$ cat src/rtl/fpl_pkg.sv
// Constants for the front panel switch and indicator logic
package fpl_pkg;
    // Register indices on the plain register port
    localparam logic [3:0] ADDR_CTRL = 4'h0;
    localparam logic [3:0] ADDR_LEVEL = 4'h1;
    localparam logic [3:0] ADDR_STATUS = 4'h2;
    localparam logic [3:0] ADDR_MASK = 4'h3;
    localparam logic [3:0] ADDR_STATE = 4'h4;
    // Control register fields
    localparam int CTRL_RESET_EN = 0;
    localparam int CTRL_ABORT_EN = 1;
    localparam int CTRL_FALLBACK_EN = 2;
    localparam logic [2:0] CTRL_RESET = 3'h1;
    // Status and mask fields
    localparam int EV_RESET = 0;
    localparam int EV_ABORT = 1;
    localparam int EV_WIDTH = 2;
    localparam logic [2:0] LEVEL_RESET = 3'h0;
    // Debounce and reset pulse timing
    localparam int CLK_PERIOD_PS = 5000;
    localparam int DEBOUNCE_MS = 10;
    localparam int DEBOUNCE_CYC = DEBOUNCE_MS * (1000000000 / CLK_PERIOD_PS);
    localparam int RESET_PULSE_US = 1;
    localparam int RESET_PULSE_CYC = RESET_PULSE_US * (1000000 / CLK_PERIOD_PS);
endpackage

$ cat src/rtl/fpl_evt_if.sv
// Press event carrier between debouncer and main logic
`timescale 1ns/10ps
interface fpl_evt_if;
    logic press;
    logic level;
    modport src (
        output press,
        output level
    );
    modport dst (
        input press,
        input level
    );
endinterface

$ cat src/rtl/fpl_debounce.sv
// Debouncer for one active-low pushbutton
`timescale 1ns/10ps
module fpl_debounce #(
    parameter int DEBOUNCE_CYC = fpl_pkg::DEBOUNCE_CYC
) (
    input wire logic i_clk,
    input wire logic i_resetn,
    input wire logic i_button_n,
    fpl_evt_if.src evt
);
    typedef struct packed {
        logic sync1;
        logic sync2;
        logic stable;
        logic [31:0] count;
        logic press;
    } db_state_t;

    db_state_t st;
    db_state_t next_st;

    always_comb begin
        next_st = st;
        next_st.sync1 = ~i_button_n;
        next_st.sync2 = st.sync1;
        next_st.press = 1'b0;
        if (st.sync2 == st.stable) begin
            next_st.count = 32'h0;
        end else if (st.count >= 32'(DEBOUNCE_CYC - 1)) begin
            next_st.count = 32'h0;
            next_st.stable = st.sync2;
            // High-to-low pin edge counts as the press
            next_st.press = st.sync2;
        end else begin
            next_st.count = st.count + 32'h1;
        end
    end

    always_ff @(posedge i_clk or negedge i_resetn) begin
        if (!i_resetn) begin
            st <= '0;
        end else begin
            st <= next_st;
        end
    end

    assign evt.press = st.press;
    assign evt.level = st.stable;
endmodule // fpl_debounce

$ cat src/rtl/fpl_front_panel.sv
// Front panel switch and indicator logic
//
// How it works
// - A taken reset press drives the onboard reset for a fixed pulse.
// - As system controller, a reset press also drives the backplane reset.
// - Software can disable the reset button so presses reset nothing.
// - An enabled abort press raises an interrupt at a programmed level.
// - Fail lamp lights on board fail low or processor halted.
// - Run lamp lights while transfer_in_progress_n is low.
// - System controller lamp follows the system controller role.
// - Starred levels are active low, starred edges act on the fall.
// - Fallback bridge functions stay off whenever the bridge is fitted.
`timescale 1ns/10ps
module fpl_front_panel #(
    parameter int DEBOUNCE_CYC = fpl_pkg::DEBOUNCE_CYC,
    parameter int RESET_PULSE_CYC = fpl_pkg::RESET_PULSE_CYC
) (
    input wire logic I_CLK_SYS,
    input wire logic I_RESETN,
    input wire logic i_reset_button_n,
    input wire logic i_abort_button_n,
    input wire logic i_board_fail_n,
    input wire logic i_cpu_halted,
    input wire logic i_transfer_in_progress_n,
    input wire logic i_sys_controller,
    input wire logic i_bridge_fitted,
    input wire logic [3:0] i_addr,
    input wire logic [7:0] i_wdata,
    input wire logic i_wr,
    input wire logic i_rd,
    output logic [7:0] o_rdata,
    output logic o_onboard_reset_n,
    output logic o_sysreset_n,
    output logic o_sysreset_oe_n,
    output logic o_abort_irq,
    output logic [2:0] o_abort_irq_level,
    output logic o_irq,
    output logic o_fail_led,
    output logic o_run_led,
    output logic o_system_controller_led,
    output logic o_fallback_en
);
    typedef struct packed {
        logic [2:0] ctrl;
        logic [2:0] level;
        logic [fpl_pkg::EV_WIDTH-1:0] status;
        logic [fpl_pkg::EV_WIDTH-1:0] mask;
        logic [7:0] rdata;
        logic [31:0] rst_count;
        logic rst_active;
        logic sys_rst;
        logic abort_pend;
        logic fail_led;
        logic run_led;
        logic system_controller_led_led;
    } fp_state_t;

    fp_state_t st;
    fp_state_t next_st;
    fpl_evt_if reset_evt ();
    fpl_evt_if abort_evt ();

    // ----------------------------------------------------------------
    // Pushbutton conditioning
    // ----------------------------------------------------------------
    fpl_debounce #(
        .DEBOUNCE_CYC(DEBOUNCE_CYC)
    ) u_reset_db (
        .i_clk(I_CLK_SYS),
        .i_resetn(I_RESETN),
        .i_button_n(i_reset_button_n),
        .evt(reset_evt.src)
    );

    fpl_debounce #(
        .DEBOUNCE_CYC(DEBOUNCE_CYC)
    ) u_abort_db (
        .i_clk(I_CLK_SYS),
        .i_resetn(I_RESETN),
        .i_button_n(i_abort_button_n),
        .evt(abort_evt.src)
    );

    // ----------------------------------------------------------------
    // Next state
    // ----------------------------------------------------------------
    logic reset_take;
    logic abort_take;
    logic [fpl_pkg::EV_WIDTH-1:0] ev_set;
    logic [fpl_pkg::EV_WIDTH-1:0] ev_clr;

    assign reset_take = reset_evt.press
                      & st.ctrl[fpl_pkg::CTRL_RESET_EN];
    assign abort_take = abort_evt.press
                      & st.ctrl[fpl_pkg::CTRL_ABORT_EN];

    always_comb begin
        ev_set = '0;
        ev_set[fpl_pkg::EV_RESET] = reset_take;
        ev_set[fpl_pkg::EV_ABORT] = abort_take;
        ev_clr = '0;
        if (i_wr && i_addr == fpl_pkg::ADDR_STATUS) begin
            ev_clr = i_wdata[fpl_pkg::EV_WIDTH-1:0];
        end
    end

    always_comb begin
        next_st = st;
        // Register writes
        if (i_wr) begin
            case (i_addr)
                fpl_pkg::ADDR_CTRL: next_st.ctrl = i_wdata[2:0];
                fpl_pkg::ADDR_LEVEL: next_st.level = i_wdata[2:0];
                fpl_pkg::ADDR_MASK: begin
                    next_st.mask = i_wdata[fpl_pkg::EV_WIDTH-1:0];
                end
                default: begin
                end
            endcase
        end
        // Set wins over write-one-to-clear
        next_st.status = (st.status & ~ev_clr) | ev_set;
        // Reads answer one cycle later
        next_st.rdata = 8'h00;
        if (i_rd) begin
            case (i_addr)
                fpl_pkg::ADDR_CTRL: next_st.rdata = {5'h00, st.ctrl};
                fpl_pkg::ADDR_LEVEL: next_st.rdata = {5'h00, st.level};
                fpl_pkg::ADDR_STATUS: begin
                    next_st.rdata = {6'h00, st.status};
                end
                fpl_pkg::ADDR_MASK: next_st.rdata = {6'h00, st.mask};
                fpl_pkg::ADDR_STATE: begin
                    next_st.rdata = {1'b0, st.rst_active,
                                     reset_evt.level,
                                     abort_evt.level,
                                     st.fail_led, st.run_led,
                                     st.system_controller_led_led, st.abort_pend};
                end
                default: next_st.rdata = 8'h00;
            endcase
        end
        // Reset pulse generator
        if (reset_take) begin
            next_st.rst_active = 1'b1;
            next_st.sys_rst = i_sys_controller;
            next_st.rst_count = 32'(RESET_PULSE_CYC - 1);
        end else if (st.rst_active) begin
            if (st.rst_count == 32'h0) begin
                next_st.rst_active = 1'b0;
                next_st.sys_rst = 1'b0;
            end else begin
                next_st.rst_count = st.rst_count - 32'h1;
            end
        end
        // Abort interrupt held until software clears the status bit
        next_st.abort_pend = next_st.status[fpl_pkg::EV_ABORT];
        // Indicators, i_board_fail_n and i_transfer_in_progress_n active low
        next_st.fail_led = ~i_board_fail_n | i_cpu_halted;
        next_st.run_led = ~i_transfer_in_progress_n;
        next_st.system_controller_led_led = i_sys_controller;
    end

    // ----------------------------------------------------------------
    // State register
    // ----------------------------------------------------------------
    always_ff @(posedge I_CLK_SYS or negedge I_RESETN) begin
        if (!I_RESETN) begin
            st <= '0;
            st.ctrl <= fpl_pkg::CTRL_RESET;
            st.level <= fpl_pkg::LEVEL_RESET;
        end else begin
            st <= next_st;
        end
    end

    // ----------------------------------------------------------------
    // Outputs
    // ----------------------------------------------------------------
    assign o_rdata = st.rdata;
    assign o_onboard_reset_n = ~st.rst_active;
    assign o_sysreset_n = ~st.sys_rst;
    assign o_sysreset_oe_n = ~st.sys_rst;
    assign o_abort_irq = st.abort_pend;
    assign o_abort_irq_level = st.level;
    assign o_irq = |(st.status & st.mask);
    assign o_fail_led = st.fail_led;
    assign o_run_led = st.run_led;
    assign o_system_controller_led = st.system_controller_led_led;
    assign o_fallback_en = st.ctrl[fpl_pkg::CTRL_FALLBACK_EN]
                         & ~i_bridge_fitted;

    // ----------------------------------------------------------------
    // Checks
    // ----------------------------------------------------------------
    AST_RESET_PULSE: assert property (
        @(posedge I_CLK_SYS) disable iff (!I_RESETN)
        reset_take |=> !o_onboard_reset_n)
        else $error("Reset press gave no onboard reset");

    AST_SYSRESET: assert property (
        @(posedge I_CLK_SYS) disable iff (!I_RESETN)
        reset_take && i_sys_controller |=> !o_sysreset_n && !o_sysreset_oe_n)
        else $error("System controller press gave no backplane reset");

    AST_RESET_DISABLED: assert property (
        @(posedge I_CLK_SYS) disable iff (!I_RESETN)
        reset_evt.press && !st.ctrl[fpl_pkg::CTRL_RESET_EN]
            && o_onboard_reset_n |=> o_onboard_reset_n)
        else $error("Disabled reset button reset the board");

    AST_ABORT_IRQ: assert property (
        @(posedge I_CLK_SYS) disable iff (!I_RESETN)
        abort_evt.press |=>
            (o_abort_irq == ($past(st.ctrl[fpl_pkg::CTRL_ABORT_EN])
             || ($past(st.abort_pend)
                 && !$past(ev_clr[fpl_pkg::EV_ABORT])))))
        else $error("Abort interrupt does not follow its enable");

    AST_FAIL_LED: assert property (
        @(posedge I_CLK_SYS) disable iff (!I_RESETN)
        (!i_board_fail_n || i_cpu_halted) |=> o_fail_led)
        else $error("Fail lamp dark while failure present");

    AST_RUN_LED: assert property (
        @(posedge I_CLK_SYS) disable iff (!I_RESETN)
        ##1 o_run_led == !$past(i_transfer_in_progress_n))
        else $error("Run lamp does not follow transfer activity");

    AST_SYSTEM_CONTROLLER_LED_LED: assert property (
        @(posedge I_CLK_SYS) disable iff (!I_RESETN)
        $rose(i_sys_controller) |=> o_system_controller_led)
        else $error("System controller lamp missed the role");

    AST_FALLBACK: assert property (
        @(posedge I_CLK_SYS) disable iff (!I_RESETN)
        i_bridge_fitted |-> !o_fallback_en)
        else $error("Fallback on while bridge fitted");

    AST_ONE_PRESS: assert property (
        @(posedge I_CLK_SYS) disable iff (!I_RESETN)
        reset_evt.press |=> !reset_evt.press [*2])
        else $error("One press gave several events");

    AST_ONE_ABORT: assert property (
        @(posedge I_CLK_SYS) disable iff (!I_RESETN)
        abort_evt.press |=> !abort_evt.press [*2])
        else $error("One abort press gave several events");

    AST_PRESS_EDGE: assert property (
        @(posedge I_CLK_SYS) disable iff (!I_RESETN)
        reset_evt.press |-> reset_evt.level && !$past(reset_evt.level))
        else $error("Reset event without a fresh press");

    AST_ABORT_EDGE: assert property (
        @(posedge I_CLK_SYS) disable iff (!I_RESETN)
        abort_evt.press |-> abort_evt.level && !$past(abort_evt.level))
        else $error("Abort event without a fresh press");

    AST_RESET_HOLD: assert property (
        @(posedge I_CLK_SYS) disable iff (!I_RESETN)
        !o_onboard_reset_n && st.rst_count != 32'h0 |=> !o_onboard_reset_n)
        else $error("Reset pulse ended early");

    AST_RESET_END: assert property (
        @(posedge I_CLK_SYS) disable iff (!I_RESETN)
        st.rst_active && st.rst_count == 32'h0 && !reset_take
            |=> o_onboard_reset_n && o_sysreset_n)
        else $error("Reset pulse did not end on time");

    AST_RESET_SOURCE: assert property (
        @(posedge I_CLK_SYS) disable iff (!I_RESETN)
        $fell(o_onboard_reset_n) |-> $past(reset_take))
        else $error("Onboard reset without a taken press");

    AST_STATUS_ON_TAKE: assert property (
        @(posedge I_CLK_SYS) disable iff (!I_RESETN)
        reset_take |=> st.status[fpl_pkg::EV_RESET])
        else $error("Taken reset press left no status bit");

    AST_SYS_SOURCE: assert property (
        @(posedge I_CLK_SYS) disable iff (!I_RESETN)
        $fell(o_sysreset_n) |-> $past(reset_take && i_sys_controller))
        else $error("Backplane reset without controller press");

    AST_SYS_WITH_BOARD: assert property (
        @(posedge I_CLK_SYS) disable iff (!I_RESETN)
        !o_sysreset_n |-> !o_onboard_reset_n)
        else $error("Backplane reset without onboard reset");

    AST_OE_DRIVE: assert property (
        @(posedge I_CLK_SYS) disable iff (!I_RESETN)
        !o_sysreset_oe_n |-> !o_sysreset_n)
        else $error("Backplane line enabled while not driven low");

    AST_STATUS_DISABLED: assert property (
        @(posedge I_CLK_SYS) disable iff (!I_RESETN)
        reset_evt.press && !st.ctrl[fpl_pkg::CTRL_RESET_EN]
            && !st.status[fpl_pkg::EV_RESET]
            |=> !st.status[fpl_pkg::EV_RESET])
        else $error("Disabled reset button set its status bit");

    AST_SYS_DISABLED: assert property (
        @(posedge I_CLK_SYS) disable iff (!I_RESETN)
        reset_evt.press && !st.ctrl[fpl_pkg::CTRL_RESET_EN]
            && o_sysreset_n |=> o_sysreset_n)
        else $error("Disabled reset button drove the backplane reset");

    AST_ABORT_OFF: assert property (
        @(posedge I_CLK_SYS) disable iff (!I_RESETN)
        abort_evt.press && !st.ctrl[fpl_pkg::CTRL_ABORT_EN]
            && !o_abort_irq |=> !o_abort_irq)
        else $error("Disabled abort button raised an interrupt");

    AST_ABORT_STATUS: assert property (
        @(posedge I_CLK_SYS) disable iff (!I_RESETN)
        abort_take |=> o_abort_irq)
        else $error("Enabled abort press raised no interrupt");

    AST_ABORT_HELD: assert property (
        @(posedge I_CLK_SYS) disable iff (!I_RESETN)
        o_abort_irq && !ev_clr[fpl_pkg::EV_ABORT] |=> o_abort_irq)
        else $error("Abort interrupt dropped before its clear");

    AST_ABORT_CLEAR: assert property (
        @(posedge I_CLK_SYS) disable iff (!I_RESETN)
        o_abort_irq && ev_clr[fpl_pkg::EV_ABORT] && !abort_take
            |=> !o_abort_irq)
        else $error("Abort interrupt survived its clear");

    AST_LEVEL_WRITE: assert property (
        @(posedge I_CLK_SYS) disable iff (!I_RESETN)
        i_wr && i_addr == fpl_pkg::ADDR_LEVEL
            |=> o_abort_irq_level == $past(i_wdata[2:0]))
        else $error("Interrupt level not taken from software");

    AST_FAIL_OFF: assert property (
        @(posedge I_CLK_SYS) disable iff (!I_RESETN)
        i_board_fail_n && !i_cpu_halted |=> !o_fail_led)
        else $error("Fail lamp lit with no failure");

    AST_SYSTEM_CONTROLLER_LED_FOLLOW: assert property (
        @(posedge I_CLK_SYS) disable iff (!I_RESETN)
        ##1 o_system_controller_led == $past(i_sys_controller))
        else $error("System controller lamp does not follow the role");

    AST_FALLBACK_SW: assert property (
        @(posedge I_CLK_SYS) disable iff (!I_RESETN)
        !st.ctrl[fpl_pkg::CTRL_FALLBACK_EN] |-> !o_fallback_en)
        else $error("Fallback on without software enable");
endmodule // fpl_front_panel

$ cat config.mk
export PLATFORM = sky130hd
export DESIGN_NAME = fpl_front_panel
export DESIGN_NICKNAME = d
export VERILOG_FILES = /design/src/rtl/fpl_pkg.sv /design/src/rtl/fpl_evt_if.sv /design/src/rtl/fpl_debounce.sv /design/src/rtl/fpl_front_panel.sv
export SDC_FILE = /design/constraint.sdc
export NUM_CORES = 1
export LEC_CHECK = 0
export BUFFER_PORTS_ARGS = -buffer_cell sky130_fd_sc_hd__buf_2
export CORE_AREA = 10 10 126 128
export DETAILED_ROUTE_END_ITERATION = 10
export DIE_AREA = 0 0 136 138
export PLACE_DENSITY_LB_ADDON = 0.08
export SLEW_MARGIN = 25
export SYNTH_ARGS = -nofsm -noshare
export SYNTH_HDL_FRONTEND = slang
export SYNTH_SLANG_ARGS = --single-unit
$ cat constraint.sdc
create_clock -name I_CLK_SYS -period 3.4 [get_ports I_CLK_SYS]
set_clock_uncertainty 0.05 [all_clocks]
set_input_delay 0.17 -clock I_CLK_SYS [delete_from_list [all_inputs] [get_ports I_CLK_SYS]]
set_output_delay 0.17 -clock I_CLK_SYS [all_outputs]
set_load 0.01 [all_outputs]
==> impl_results.md <==
* Filler cell count at 1282
* Sequential share of the synthesized area at 53.6%
* Share of layout cells above drive strength 1 at 16.8%
* CTS buffer count at 17
* Crit end category: register
* Busiest grt layer: met2
* Initial antenna violation count at 0
* Count leader, synth: dfrtp_1
* Dpl hpwl at 8160 um
* Hold WC Path Type: in2reg
* CP Class: reg2reg
* First-pass GRT wire length at 20800 um
* Post-synthesis cell area at 5880 um2
* Final Cell Area at 6890 um2
* Nets at 645
* Pin count of the biggest net entering global routing at 67
* Main flop type after synthesis: dfrtp_1
* Port bufs at 36
* Routability Congestion at 0.799
* Commonest cells post-synth: dfrtp_1, nor2_1, nand2_1
* Root Buffer: clkbuf_16
* Initial Util at 43.6%
* Sum of negative setup slack at 0 ps
* DRC viols at 0
* Area occupied by multi-input gates at 2530 um2
* Critical Path Start Type: register
* Yosys Warn Count at 0
* Sink Count at 126
* DRT iter0 DRCs at 232
* FF+latch area at 3150 um2
* Die area at 18800 um2
* Critical path arrival at 2680 ps
* Tcrit/Tclk final at 72.2%
* Clock Latency Late Sink at 420 ps
* Layout area overhead at 17.2%
* Maximum fanout along the worst path at 11
* Top-area cell type share of the netlist area at 53.2%
* DRT Pass-1 Iters at 4
* H-Tree Depth at 4
* Asr flop ratio synth at 100%
* RSZ-0062 raised after global routing: false
* WP data required at 3620 ps
* Worst-path clk slew at 60 ps
* Tmin final at 2460 ps
* GRT met1 Usage at 16.7%
* Synth Register Bits at 126
* Highest clock rate at 0.407 GHz
* Total gr overflow at 0
* Routing usage on met2 at 22.0%
* Vias in the first global route at 4302
* Max Cap Viol at 0
* PwrDens at 726 nW/um2
* Status: completed
* Final setup viols at 0
* Avg Inst Size Synth at 10.5 um2
* Overall Global Routing Usage at 13.6%
* Post-CTS Resized at 0
* Worst hold slack at 58.4 ps
* Total wire length at 12100 um
* Die W at 136 um
* Die boundary height at 138 um
* Max transition margin at 42.6%
* Post-DR wirelength/cell at 14.8 um
* Yosys top cell by area: dfrtp_1
* Fin. Hold Viols at 0
* Via density at 5.29
* Least-Margin Pin Slew at 862 ps
* Number of enable flip-flop cells after synthesis at 0
* # diodes at 0
* Cell variety after synth at 63
* Post-layout util at 51.0%
* Met3 Usage GRT at 4.31%
* ANT nets after route at 0
* Max VDD drop at 0.384 mV
* I/O pin count at 43
* TritonCTS clock tree: done
* Leak at 0.00299 uW
* Standard-cell row count at 43
* Clock Tree Buf Depth at 2
* Post-DP Area at 6200 um2
* Core area at 13500 um2
* Max Slew Vio Count at 0
* Vias at 4299
* Synth Instances at 559
* Area contributors post-synth: dfrtp_1, nor2_1, xnor2_1
## kinds of logic after synthesis
family,share of synthesized area (%)
buffers and inverters,4.68
and+or+nand+nor,23.3
other,0.0638
AOI/OAI and AO/OA,8.68
xor gates and xnor gates,6.25
muxes,2.81
adders and majority gates,0.638
DFF,53.6
## power by group
| part | leakage, uW | internal (uW) | total [uW] | switching (uW) |
|---|---|---|---|---|
| Combinational | 0.00107 | 476 | 1330 | 856 |
| Clock | 0.000281 | 1100 | 1770 | 672 |
| Sequential | 0.00163 | 1700 | 1900 | 206 |
## sequential cells by signal, summed over array words and instances, names as in the netlist
register / cells
u_reset_db.evt.press: 1
u_abort_db.evt.level: 1
o_rdata: 7
o_fail_led: 1
o_system_controller_led: 1
u_abort_db.st: 33
st: 40
u_abort_db.next_st: 1
o_abort_irq_level: 3
o_run_led: 1
u_abort_db.evt.press: 1
u_reset_db.st: 33
u_reset_db.evt.level: 1
u_reset_db.next_st: 1
o_abort_irq: 1
## routing by layer
layer  vias to the layer above  part of all wire [%]  wire length (um)
met4                         0                   1.2               140
met1                      2145                    44              5350
li1                       2072                     -                 -
met3                        13                   3.5               426
met2                        69                    51              6130
met5                         -                     0                 0
## final timing paths
| kind | from | end | slack [ps] | cells after the start |
|---|---|---|---|---|
| max in group asynchronous | I_RESETN | u_reset_db.st[6]$_DFF_PN0_ | 1970 | 4 |
| worst max register to register | st[34]$_DFFE_PN0P_ | st[33]$_DFFE_PN0P_ | 940 | 5 |
| min in group asynchronous | I_RESETN | st[33]$_DFFE_PN0P_ | 340 | 2 |
| worst max-delay path | st[34]$_DFFE_PN0P_ | st[33]$_DFFE_PN0P_ | 940 | 5 |
| worst min-delay path | i_addr[3] | o_rdata[2]$_DFF_PN0_ | 60 | 3 |
| worst min register to register | u_reset_db.next_st[34]$_DFF_PN0_ | u_reset_db.st[34]$_DFF_PN0_ | 300 | 0 |
## repair_timing
| item | in CTS | in global routing |
|---|---|---|
| hold buffers | 11 | 0 |
| buffers inserted | 0 | 0 |
| hold endpoints to repair | 77 | 0 |
## metrics by stage
step	std cells	setup WS (ps)	total power [uW]
floorplan	581	1290	3020
global placement	769	951	3200
detailed placement	769	932	3240
CTS	812	928	5040
global route	812	732	5310
finish	812	945	5010
## critical path: stages (launching register included)
cell,delay [ps]
dfrtp_1,410
or4_4,580
or3_1,480
o31ai_4,520
or4_2,220
a21oi_2,50
## cell usage in the layout, fill, tap and decap left out, types with 11 or more instances in the layout
master and n:
nor2_1 74, dlygate4sd3_1 11, xor2_1 16, buf_2 35, inv_1 18, xnor2_1 26, nor3_1 17, or3_1 15
nand2_1 31, mux2_2 12, nand3_1 28, a21oi_1 15, clkbuf_16 17, dfrtp_1 125, and3_1 11, conb_1 23
## layout make-up
cell class | instances | area share [%]
sequential | 126 | 45.8
clock buffer | 19 | 6.43
timing repair buffer | 50 | 4.76
inverter | 18 | 0.980
multi-input combinational | 406 | 36.8
tap | 180 | 3.27
clock inverter | 13 | 2.03
(Power assumes the default switching activity.)
